## config.mk

```make
export PLATFORM = sky130hd
export DESIGN_NAME = atdt_regs
export DESIGN_NICKNAME = d
export VERILOG_FILES = /design/src/pkg/atdt_pkg.sv /design/src/hw/atdt_regs.sv /design/src/hw/atdt_marker.sv
export VERILOG_INCLUDE_DIRS = /design/src /design/src/pkg
export SDC_FILE = /design/constraint.sdc
export NUM_CORES = 1
export LEC_CHECK = 0
export BUFFER_PORTS_ARGS = -buffer_cell sky130_fd_sc_hd__buf_2
export CELL_PAD_IN_SITES_DETAIL_PLACEMENT = 1
export CELL_PAD_IN_SITES_GLOBAL_PLACEMENT = 1
export CORE_MARGIN = 5
export CORE_UTILIZATION = 36
export DETAILED_ROUTE_END_ITERATION = 8
export PLACE_DENSITY_LB_ADDON = 0.3
export SKIP_LAST_GASP = 1
export SYNTH_ARGS = -nofsm -noshare
export SYNTH_HDL_FRONTEND = slang
export SYNTH_SLANG_ARGS = --single-unit
```

## constraint.sdc

```tcl
create_clock -name pclk -period 2.2 [get_ports pclk]
set_input_delay 0.22 -clock pclk [delete_from_list [all_inputs] [get_ports pclk]]
set_output_delay 0.22 -clock pclk [all_outputs]
set_load 0.01 [all_outputs]
```

## src/pkg/atdt_cfg.svh

```systemverilog
// register indices, field positions, reset values and bus widths of the block
`ifndef ATDT_CFG_SVH
`define ATDT_CFG_SVH

// ****************************************************************
// register indices, byte address is four times the index
// ****************************************************************
`define ATDT_IDX_TRIM    10'h07F
`define ATDT_IDX_DITH    10'h09D
`define ATDT_IDX_MARK    10'h160
`define ATDT_IDX_STAT    10'h161
`define ATDT_IDX_SER     10'h200

// ****************************************************************
// reset values
// ****************************************************************
`define ATDT_RST_TRIM    8'h00
`define ATDT_RST_DITH    8'h01
`define ATDT_RST_MARK    8'h00
`define ATDT_RST_SER     8'h01

// ****************************************************************
// field positions
// ****************************************************************
`define ATDT_DITH_ON_BIT   0
`define ATDT_DITH_AMP_BIT  1
`define ATDT_DITH_ERR_BIT  2
`define ATDT_MARK_EN_BIT   0
`define ATDT_SER_EN_BIT    0
`define ATDT_STAT_ACT_BIT  0
`define ATDT_STAT_LOAD_BIT 1
`define ATDT_STAT_RX_BIT   2

// ****************************************************************
// fixed values
// ****************************************************************
`define ATDT_CS_ADVERTISED 2'h0
`define ATDT_ADDR_W        12
`define ATDT_DATA_W        32

`endif

```

## src/pkg/atdt_pkg.sv

```systemverilog
// types and helpers shared by the trim, dither and timestamp register block
package atdt_pkg;

    typedef struct packed {
        logic err_to_offset;
        logic amp_large;
        logic on;
    } atdt_dither_t;

    typedef struct packed {
        logic block_reset_n;
        logic ser_powerdown;
        logic clk_gate_en;
    } atdt_serial_t;

    // 8-bit samples sit left-justified in data[11:4]
    typedef struct packed {
        logic [11:0] data;
        logic        valid;
        logic        width8;
    } atdt_sample_t;

    function automatic logic [11:0] atdt_byte_addr(input logic [9:0] idx);
        return {idx, 2'b00};
    endfunction

endpackage

```

## src/hw/atdt_regs.sv

```systemverilog
// apb register block for input b trim, dither, sample marker and serial enable
`timescale 1ns/1ns
`include "atdt_cfg.svh"

// Notes on behaviour
// RQ1 - input b trim loads factory value, rw
// RQ2 - dither bit0 turns dither on, default on
// RQ3 - dither bit1 picks large amplitude
// RQ4 - dither bit2 routes rounding error to offset
// RQ5 - marker enable puts timestamp on sample lsb
// RQ6 - timestamp latency equals analog input latency
// RQ7 - software also enables sync receiver
// RQ8 - 8-bit samples: lsb becomes marker
// RQ9 - 12-bit samples: lsb becomes marker
// RQ10 - lane alignment always reports zero control bits
// RQ11 - serial enable at 0x200, resets to 0x01
// RQ12 - serial disabled: held reset, powered down, gated
// RQ13 - software disables serial before changing link settings
// RQ14 - software writes zero to reserved bits
module atdt_regs #(
    parameter int CONV_LAT = 4,
    parameter int K_FRAMES = 32
) (
    input  wire logic                     pclk,
    input  wire logic                     presetn,
    input  wire logic                     psel,
    input  wire logic                     penable,
    input  wire logic                     pwrite,
    input  wire logic [`ATDT_ADDR_W-1:0]  paddr,
    input  wire logic [`ATDT_DATA_W-1:0]  pwdata,
    input  wire logic [3:0]               pstrb,
    output logic      [`ATDT_DATA_W-1:0]  prdata,
    output logic                          pready,
    output logic                          pslverr,
    input  wire logic [7:0]               trim_fuse_val,
    input  wire logic                     sync_receiver_on,
    input  wire logic                     sysref_pulse,
    input  wire atdt_pkg::atdt_sample_t   sample_in,
    input  wire logic                     timestamp_in,
    output logic      [7:0]               input_b_termination_trim,
    output atdt_pkg::atdt_dither_t        dither,
    output atdt_pkg::atdt_serial_t        serial,
    output atdt_pkg::atdt_sample_t        sample_out,
    output logic                          lmfc_boundary,
    output logic      [1:0]               ilas_cs_count
);

    localparam int KW = (K_FRAMES > 1) ? $clog2(K_FRAMES) : 1;
    localparam logic [KW-1:0] K_LAST = KW'(K_FRAMES - 1);

    logic [7:0]    trim_r;
    logic [7:0]    dith_r;
    logic [7:0]    mark_r;
    logic [7:0]    ser_r;
    logic          trim_loaded_r;
    logic [KW-1:0] lmfc_cnt_r;
    logic          setup;
    logic          acc_done;
    logic          wr;
    logic [4:0]    hit;
    logic [7:0]    rd_byte;
    logic [7:0]    stat;

    // ****************************************************************
    // address decode
    // ****************************************************************
    // one-hot: trim, dither, marker, status, serial
    function automatic logic [4:0] decode(input logic [`ATDT_ADDR_W-1:0] a);
        logic [4:0] h;
        h    = '0;
        h[0] = (a == atdt_pkg::atdt_byte_addr(`ATDT_IDX_TRIM));
        h[1] = (a == atdt_pkg::atdt_byte_addr(`ATDT_IDX_DITH));
        h[2] = (a == atdt_pkg::atdt_byte_addr(`ATDT_IDX_MARK));
        h[3] = (a == atdt_pkg::atdt_byte_addr(`ATDT_IDX_STAT));
        h[4] = (a == atdt_pkg::atdt_byte_addr(`ATDT_IDX_SER));
        return h;
    endfunction

    assign setup    = psel & ~penable;
    assign acc_done = psel & penable & pready;
    // only byte lane 0 holds data, upper lanes ignored
    assign wr       = acc_done & pwrite & pstrb[0];
    assign hit      = decode(paddr);

    // status: serial active, trim loaded, marker on without receiver
    always_comb begin
        stat = 8'h00;
        stat[`ATDT_STAT_ACT_BIT]  = ser_r[`ATDT_SER_EN_BIT];
        stat[`ATDT_STAT_LOAD_BIT] = trim_loaded_r;
        stat[`ATDT_STAT_RX_BIT]   = mark_r[`ATDT_MARK_EN_BIT] & ~sync_receiver_on; // RQ7
    end

    always_comb begin
        rd_byte = 8'h00;
        unique case (1'b1)
            hit[0]:  rd_byte = trim_r;
            hit[1]:  rd_byte = dith_r;
            hit[2]:  rd_byte = mark_r;
            hit[3]:  rd_byte = stat;
            hit[4]:  rd_byte = ser_r;
            default: rd_byte = 8'h00;
        endcase
    end

    // ****************************************************************
    // apb answer, one access cycle, data registered in setup
    // ****************************************************************
    always_ff @(posedge pclk or negedge presetn) begin
        if (!presetn) begin
            pready <= 1'b0;
        end else begin
            pready <= setup;
        end
    end

    always_ff @(posedge pclk or negedge presetn) begin
        if (!presetn) begin
            prdata  <= '0;
            pslverr <= 1'b0;
        end else if (setup) begin
            prdata  <= {24'h000000, rd_byte};
            pslverr <= ~(|hit);
        end else if (acc_done) begin
            prdata  <= '0;
            pslverr <= 1'b0;
        end
    end

    // ****************************************************************
    // input b termination trim
    // ****************************************************************
    // factory value caught on the first edge after reset release
    always_ff @(posedge pclk or negedge presetn) begin
        if (!presetn) begin
            trim_loaded_r <= 1'b0;
        end else begin
            trim_loaded_r <= 1'b1;
        end
    end

    always_ff @(posedge pclk or negedge presetn) begin
        if (!presetn) begin
            trim_r <= `ATDT_RST_TRIM;
        end else if (!trim_loaded_r) begin
            trim_r <= trim_fuse_val; // RQ1
        end else if (wr && hit[0]) begin
            trim_r <= pwdata[7:0]; // RQ1
        end
    end

    // ****************************************************************
    // dither, marker and serial enable registers
    // ****************************************************************
    // reserved bits are stored and read back as written
    always_ff @(posedge pclk or negedge presetn) begin
        if (!presetn) begin
            dith_r <= `ATDT_RST_DITH; // RQ2
        end else if (wr && hit[1]) begin
            dith_r <= pwdata[7:0];
        end
    end

    always_ff @(posedge pclk or negedge presetn) begin
        if (!presetn) begin
            mark_r <= `ATDT_RST_MARK;
        end else if (wr && hit[2]) begin
            mark_r <= pwdata[7:0]; // RQ5
        end
    end

    // no interlock against link changes while enabled, software orders it
    always_ff @(posedge pclk or negedge presetn) begin
        if (!presetn) begin
            ser_r <= `ATDT_RST_SER; // RQ11
        end else if (wr && hit[4]) begin
            ser_r <= pwdata[7:0]; // RQ13
        end
    end

    // ****************************************************************
    // analog and serial control outputs
    // ****************************************************************
    always_ff @(posedge pclk or negedge presetn) begin
        if (!presetn) begin
            input_b_termination_trim <= `ATDT_RST_TRIM;
            dither                   <= '0;
        end else begin
            input_b_termination_trim <= trim_r;
            dither.on                <= dith_r[`ATDT_DITH_ON_BIT]; // RQ2
            dither.amp_large         <= dith_r[`ATDT_DITH_AMP_BIT]; // RQ3
            dither.err_to_offset     <= dith_r[`ATDT_DITH_ERR_BIT]; // RQ4
        end
    end

    // reset state is the disabled state until the register is seen
    always_ff @(posedge pclk or negedge presetn) begin
        if (!presetn) begin
            serial.block_reset_n <= 1'b0;
            serial.ser_powerdown <= 1'b1;
            serial.clk_gate_en   <= 1'b0;
        end else begin
            serial.block_reset_n <= ser_r[`ATDT_SER_EN_BIT]; // RQ12
            serial.ser_powerdown <= ~ser_r[`ATDT_SER_EN_BIT]; // RQ12
            serial.clk_gate_en   <= ser_r[`ATDT_SER_EN_BIT]; // RQ12
        end
    end

    // ****************************************************************
    // multiframe counter
    // ****************************************************************
    // reference pulses ignored while disabled, counter parked at zero
    always_ff @(posedge pclk or negedge presetn) begin
        if (!presetn) begin
            lmfc_cnt_r <= '0;
        end else if (!ser_r[`ATDT_SER_EN_BIT]) begin
            lmfc_cnt_r <= '0; // RQ12
        end else if (sysref_pulse || lmfc_cnt_r == K_LAST) begin
            lmfc_cnt_r <= '0;
        end else begin
            lmfc_cnt_r <= lmfc_cnt_r + 1'b1;
        end
    end

    always_ff @(posedge pclk or negedge presetn) begin
        if (!presetn) begin
            lmfc_boundary <= 1'b0;
        end else begin
            lmfc_boundary <= ser_r[`ATDT_SER_EN_BIT] && lmfc_cnt_r == K_LAST && !sysref_pulse;
        end
    end

    // marker never advertised, whatever the enable
    always_ff @(posedge pclk or negedge presetn) begin
        if (!presetn) begin
            ilas_cs_count <= `ATDT_CS_ADVERTISED;
        end else begin
            ilas_cs_count <= `ATDT_CS_ADVERTISED; // RQ10
        end
    end

    // ****************************************************************
    // sample marker path
    // ****************************************************************
    // timestamp receiver assumed on when the marker is used
    atdt_marker #(
        .LAT(CONV_LAT)
    ) u_marker (
        .pclk        (pclk),
        .presetn     (presetn),
        .enable      (mark_r[`ATDT_MARK_EN_BIT]),
        .sample_in   (sample_in),
        .timestamp_in(timestamp_in),
        .sample_out  (sample_out)
    );

    // ****************************************************************
    // checks
    // ****************************************************************
    property p_trim_write;
        @(posedge pclk) disable iff (!presetn)
        wr && hit[0] && trim_loaded_r |=> ##1 input_b_termination_trim == $past(pwdata[7:0], 2);
    endproperty
    a_trim_write: assert property (p_trim_write) // RQ1
        else $error("trim write not reflected on output");

    property p_trim_fuse;
        @(posedge pclk) disable iff (!presetn)
        $rose(trim_loaded_r) |-> trim_r == $past(trim_fuse_val);
    endproperty
    a_trim_fuse: assert property (p_trim_fuse) // RQ1
        else $error("factory trim not loaded after reset");

    property p_dith_on;
        @(posedge pclk) disable iff (!presetn)
        wr && hit[1] |=> ##1 dither.on == $past(pwdata[0], 2);
    endproperty
    a_dith_on: assert property (p_dith_on) // RQ2
        else $error("dither enable does not follow register");

    property p_dith_amp;
        @(posedge pclk) disable iff (!presetn)
        wr && hit[1] |=> ##1 dither.amp_large == $past(pwdata[1], 2);
    endproperty
    a_dith_amp: assert property (p_dith_amp) // RQ3
        else $error("dither amplitude does not follow register");

    property p_dith_err;
        @(posedge pclk) disable iff (!presetn)
        wr && hit[1] |=> ##1 dither.err_to_offset == $past(pwdata[2], 2);
    endproperty
    a_dith_err: assert property (p_dith_err) // RQ4
        else $error("rounding error routing does not follow register");

    property p_cs_zero;
        @(posedge pclk) disable iff (!presetn)
        $rose(mark_r[0]) |-> ##[0:4] ilas_cs_count == 2'h0;
    endproperty
    a_cs_zero: assert property (p_cs_zero) // RQ10
        else $error("control bit count advertised");

    property p_ser_reset;
        @(posedge pclk) disable iff (!presetn)
        $rose(presetn) |-> ser_r == 8'h01;
    endproperty
    a_ser_reset: assert property (p_ser_reset) // RQ11
        else $error("serial enable reset value wrong");

    property p_ser_off;
        @(posedge pclk) disable iff (!presetn)
        !ser_r[0] |=> serial.ser_powerdown && !serial.clk_gate_en && !serial.block_reset_n
                      && lmfc_cnt_r == '0;
    endproperty
    a_ser_off: assert property (p_ser_off) // RQ12
        else $error("serial block not held off while disabled");

    property p_apb_ready;
        @(posedge pclk) disable iff (!presetn)
        psel && !penable |=> pready ##1 !pready;
    endproperty
    a_apb_ready: assert property (p_apb_ready)
        else $error("apb answer timing wrong");

endmodule

```

## src/hw/atdt_marker.sv

```systemverilog
// sample path that places the delayed timestamp on each sample's lsb
`timescale 1ns/1ns
`include "atdt_cfg.svh"

module atdt_marker #(
    parameter int LAT = 4
) (
    input  wire logic                  pclk,
    input  wire logic                  presetn,
    input  wire logic                  enable,
    input  wire atdt_pkg::atdt_sample_t sample_in,
    input  wire logic                  timestamp_in,
    output atdt_pkg::atdt_sample_t      sample_out
);

    localparam int DEPTH = LAT + 1;

    logic [LAT-1:0] ts_pipe_r;
    logic           ts_dly;

    // ****************************************************************
    // timestamp delay, matches converter latency of sample_in
    // ****************************************************************
    always_ff @(posedge pclk or negedge presetn) begin
        if (!presetn) begin
            ts_pipe_r <= '0;
        end else begin
            ts_pipe_r <= LAT'({ts_pipe_r, timestamp_in}); // RQ6
        end
    end

    assign ts_dly = ts_pipe_r[LAT-1];

    // ****************************************************************
    // lsb replacement
    // ****************************************************************
    always_ff @(posedge pclk or negedge presetn) begin
        if (!presetn) begin
            sample_out <= '0;
        end else begin
            sample_out <= sample_in;
            if (enable) begin
                if (sample_in.width8) begin
                    sample_out.data[4] <= ts_dly; // RQ8
                end else begin
                    sample_out.data[0] <= ts_dly; // RQ9
                end
            end
        end
    end

    // ****************************************************************
    // checks
    // ****************************************************************
    property p_mark_lsb12;
        @(posedge pclk) disable iff (!presetn)
        $past(enable) && !sample_out.width8 |-> sample_out.data[0] == $past(timestamp_in, DEPTH);
    endproperty
    a_mark_lsb12: assert property (p_mark_lsb12) // RQ6
        else $error("marker lsb not aligned in 12-bit mode");

    property p_mark_lsb8;
        @(posedge pclk) disable iff (!presetn)
        $past(enable) && sample_out.width8 |-> sample_out.data[4] == $past(timestamp_in, DEPTH);
    endproperty
    a_mark_lsb8: assert property (p_mark_lsb8) // RQ8
        else $error("marker lsb wrong in 8-bit mode");

    property p_mark_upper;
        @(posedge pclk) disable iff (!presetn)
        !sample_out.width8 |-> sample_out.data[11:1] == $past(sample_in.data[11:1]);
    endproperty
    a_mark_upper: assert property (p_mark_upper) // RQ9
        else $error("sample data above lsb corrupted");

    property p_mark_off;
        @(posedge pclk) disable iff (!presetn)
        !$past(enable) |-> sample_out.data == $past(sample_in.data);
    endproperty
    a_mark_off: assert property (p_mark_off) // RQ5
        else $error("sample altered while marker disabled");

endmodule

```

After elaboration in Yosys (flattened, before gate mapping)
Index checks and enable logic that the tools add are counted.
{ "word_totals": {"reg_bits": 104, "output_inout_bits": 65} }
{ "op_classes": {"bitwise": 10, "muxes": 13, "n_reduce_logical": 10, "n_addsub": 1, "n_eq_ne": 7} }
{ "ops": {"columns": ["operator", "count"], "rows": [
  ["2-to-1 mux 32 bit", 2],
  ["case mux 8 bit (5 select lines)", 1],
  ["== test 12 x 11 -> 1 bit (second input constant)", 2],
  ["2-to-1 mux 8 bit", 2],
  ["== test 12 x 10 -> 1 bit (second input constant)", 1],
  ["== test 12 bit (second input constant)", 1],
  ["== test 12 x 9 -> 1 bit (second input constant)", 1],
  ["2-to-1 mux 5 bit", 2],
  ["bitwise AND 1 bit", 6],
  ["logical AND 1 bit", 6],
  ["2-to-1 mux 1 bit", 6],
  ["adder 5 x 1 -> 5 bit (second input constant)", 1],
  ["== test 5 bit (second input constant)", 1],
  ["OR reduction 5 bit", 1],
  ["NOT 1 bit", 4],
  ["inequality test 2 x 1 -> 1 bit (second input constant)", 1],
  ["nonzero test 2 bit", 1],
  ["logical NOT 1 bit", 1],
  ["logical OR 1 bit", 1]
]} }

Depth between registers and ports, before layout
{ "depth": {"depth_word": 7, "ltp_mapped": 7} }

Modules after synthesis
From an unflattened synthesis, not the netlist that was laid out.
{ "unflattened": {"cells_unflattened": 283, "area_unflattened_um2": 3408.3} }
{ "modules_own_cells": {"columns": ["mod", "area_per_inst_um2", "cells_per_inst", "instances", "seq_area_each_um2"], "rows": [
  ["atdt_regs", 2921.6, 261, 1, 1555.2],
  ["atdt_marker", 486.7, 22, 1, 450.4]
]} }

Least setup slack after synthesis
No wires, ideal clock.
{ "synth_path": {"path_type": "register to register", "from": "register pready", "to": "register dith_r[1]", "slack_ps": 394, "t_required_ps": 2075, "stages_incl_launch_ff": 6, "setup_time_ps": 125, "t_arrival_ps": 1681, "cell_sequence": "dfrtp_1 -> nand2_1 -> or3_1 -> buf_2 -> nor3b_4 -> mux2_2"} }
{ "synth_between": {"elab_chain_len": 4} }
{ "synth_lines": {"columns": ["item", "line_no", "text"], "rows": [
  ["from (decl)", "atdt_regs.sv:33", "output logic pready,"],
  ["from (signal assigned)", "atdt_regs.sv:112", "pready <= setup;"],
  ["bitwise AND 1 bit", "atdt_regs.sv:80", "assign acc_done = psel & penable & pready;"],
  ["bitwise AND 1 bit (2 in series)", "atdt_regs.sv:82", "assign wr = acc_done & pwrite & pstrb[0];"],
  ["logical AND 1 bit", "atdt_regs.sv:158", "end else if (wr && hit[1]) begin"],
  ["to (signal assigned)", "atdt_regs.sv:157", "dith_r <= `ATDT_RST_DITH;"],
  ["to (signal assigned)", "atdt_regs.sv:159", "dith_r <= pwdata[7:0];"],
  ["to (decl)", "atdt_regs.sv:52", "logic [7:0] dith_r;"]
]} }
Every way passes these cells.
A chain may end at the register's enable or synchronous reset.

Worst setup path after layout
{ "layout_path": {"from": "register pready", "to": "register dith_r[7]"} }
Same word-level chain as after synthesis.

==> summary.md <==
| Metric | Value |
|---|---|
| Status | finished, final reports clean |
| Total power | 3.09 mW |
| Post-CTS Setup Bufs | 0 |
| Tcrit/Tclk final | 85.6% |
| Max Slew Vio Count | 0 |
| Routed Antenna Nets | 0 |
| Worst EP required | 2.42 ns |
| Initial Util | 36.3% |
| Final Skew | 0.00842 ns |
| Total core area | 0.00911 mm² |
| Logic pwr share | 8.2% |
| Post-synth top area share | 58.3% |
| Crit path cell chain | nand2_1, or3_1, nor3b_4, buf_4, mux2_2 |
| Fillers | 1010 |
| Initial antenna violation count | 0 |
| Average cell area after synthesis | 12.7 µm² |
| Cell area after synthesis | 0.00331 mm² |
| Sw Ratio | 22.7% |
| Clock sinks | 80 |
| Die H | 106 µm |
| Mapped Cells | 261 |
| Crit end category | flip-flop |
| Post_cts resized | 0 |
| Synth unique cells | 40 |
| Setup Total Neg Slack | 0 ns |
| P_sw | 0.702 mW |
| Vias in the first global route | 2514 |
| Setup crit start kind | flip-flop |
| GRT overflow | 0 |
| Cell taking the most area after synthesis | dfrtp_1 |
| Clock transition at path regs | 0.08 ns |
| Pre-CTS WS | 0.269 ns |
| CTS tree | built |
| Aggregate global-route resource usage | 15.0% |
| Worst-path maximum fanout | 8 |
| CP top delay family | simple AND/OR/NAND/NOR gates |
| H-tree lvl count | 3 |
| Internal Power | 2.39 mW |
| Top cells by area, synth | dfrtp_1, mux2_2, buf_4 |
| Top-count cell post-synth | dfrtp_1 |
| 1st-iter DRT viols | 40 |
| Hold Vio Cnt, Final | 0 |
| Post-DR wirelength/cell | 16.5 µm |
| Worst skew pair latency | 0.34 ns |
| Worst-Margin Slew | 0.703 ns |
| Sequential area share after synthesis | 60.7% |
| Routed WL | 8.16 mm |
| Async S/R FF share, synth | 100% |
| Die area | 0.0112 mm² |
| RSZ-0062 raised after global routing | false |
| Crit Path Category | flip-flop to flip-flop |
| Slowest cell on the critical path | or3_1 |
| Pin count of the biggest net entering global routing | 81 |
| CTS Buffer Depth | 2 |
| Antenna cells | 0 |
| Die W | 106 µm |
| Row cnt | 35 |
| Tmin final | 1.88 ns |
| Post-Place Cells | 466 |
| Static Leakage | 2.09 nW |
| Number of buffers and inverters on the critical path | 1 |
| Final core occ | 46.4% |
| Layout cell share with drive strength beyond 1 | 39.0% |
| Initial DRT Pass Iterations | 4 |
| CTS Buf Count | 9 |
| Final Non-Filler Cells | 496 |
| Synth top cells by count | dfrtp_1, buf_4, mux2_2 |
| Fmax | 531 MHz |
| Drt drc | 0 |
| Final setup violation count | 0 |
| Post-synth EDFFs | 0 |
| Crit path largest cell delay | 0.52 ns |
| Via density | 4.72 |
| Area delta synth->final | 28.0% |
| Via count | 2342 |
| Worst Slack Setup Final | 0.317 ns |
| Total of max-cap violations | 0 |
| Register share of total power | 50.4% |
| PortBufs | 89 |
| Post-synthesis register bit count | 80 |
| Global-route wire length before repair | 13.0 mm |
| Max VDD drop | 0.318 mV |
| Pwr per Cell Area | 730 mW/mm² |
| Slew HR | 52.8% |
| GPL Wtd Cong | 0.744 |
| Hold crit path type | primary input to flip-flop |
| DP HPWL | 5.84 mm |
| Nets@finish | 460 |
| Arrival time at the worst endpoint | 2.11 ns |
| Clk root buf | clkbuf_8 |
| Clock power share | 41.4% |
| IO Pins | 143 |
| Ys Warns | 0 |
| Top_reg_cell synth | dfrtp_1 |
## cells in the final DEF (no fill, tap or decap), types with 2 or more instances in the layout
cell,n
buf_2,88
dfrtp_1,77
conb_1,27
mux2_2,25
nor2_1,23
nand2_1,17
dlygate4sd3_1,14
buf_4,12
o21ai_0,11
a21oi_1,9
clkbuf_8,9
a22oi_1,8
a221oi_1,8
mux2i_1,8
inv_1,5
nor3_1,3
bufinv_16,3
dfstp_2,3
or3_1,2
nand3_1,2
and2_1,2
and4b_1,2
nand4_1,2
o21ai_1,2
ha_1,2
clkinvlp_4,2
clkbuf_1,2
## registers in the layout, indices dropped and copies added, names as in the netlist
name	flops
dith_r	8
dither	3
input_b_termination_trim	8
lmfc_boundary	1
lmfc_cnt_r	5
mark_r	8
prdata	8
pready	1
pslverr	1
ser_r	8
serial	2
trim_loaded_r	1
trim_r	8
u_marker.sample_out	14
u_marker.ts_pipe_r	4
## path summary, 6_finish.rpt
kind                                        from                     end  slack (ns)  cells past startpoint
max                                       pready               dith_r[7]        0.32                      5
min                                 sysref_pulse           lmfc_boundary        0.07                      2
max reg2reg                               pready               dith_r[7]        0.32                      5
min reg2reg                u_marker.ts_pipe_r[0]   u_marker.ts_pipe_r[1]        0.35                      0
max in group asynchronous                presetn               dith_r[0]        1.41                      3
min in group asynchronous                presetn  u_marker.sample_out[0]        0.44                      3
## per-stage QoR
stage	cell area [µm²]	hold WS [ns]
4_1_cts	4230	0.0434
6_report	4230	0.0651
3_3_place_gp	3850	0.260
5_1_grt	4230	0.0495
3_5_place_dp	3850	0.286
2_1_floorplan	3400	-0.0756
## per-layer routing
metal  track usage (%)  part of all wire [%]
met1              18.0                    41
met2              26.1                    52
met3              4.10                   6.0
met4              4.44                   1.2
met5                 0                     0
## repair_timing
item	4_1_cts	5_1_grt
hold endpoints to repair	90	0
endpoints found under the setup margin	0	0
hold buffers	14	0
## layout make-up
type,instances,area (µm²),share of cell area [%]
Clock inverter,5,105,2.48
Sequential cell,80,2010,47.4
Clock buffer,11,131,3.11
Inverter,5,18.8,0.444
Timing Repair Buffer,115,691,16.3
Tap cell,111,139,3.28
Multi-Input combinational cell,169,1140,26.9
## logic make-up (layout without fill, tap and decap cells)
kind of cell	count (synthesis)	in the layout	synth area share, %
adders and majority gates	2	2	0.757
xor gates and xnor gates	2	2	0.530
other	2	27	0.227
AOI/OAI and AO/OA	41	41	8.33
buffers and inverters	37	136	7.68
DFF	80	80	60.7
muxes	33	33	10.9
and+or+nand+nor	64	64	10.9
## worst register-to-register path: stages, from the launching register on
cell and delay, ns:
dfrtp_1 0.38, nand2_1 0.08, or3_1 0.52, nor3b_4 0.24
buf_4 0.21, mux2_2 0.35
## power groups by stage
stage,clock [mW],combinational [mW],sequential [mW]
after CTS,1.32,0.259,1.56
after global placement,0,0.231,1.58
after global routing,1.40,0.284,1.56
after detailed placement,0,0.239,1.59
after floorplan,0,0.116,1.59
final,1.28,0.255,1.56
(Power assumes the default switching activity.)
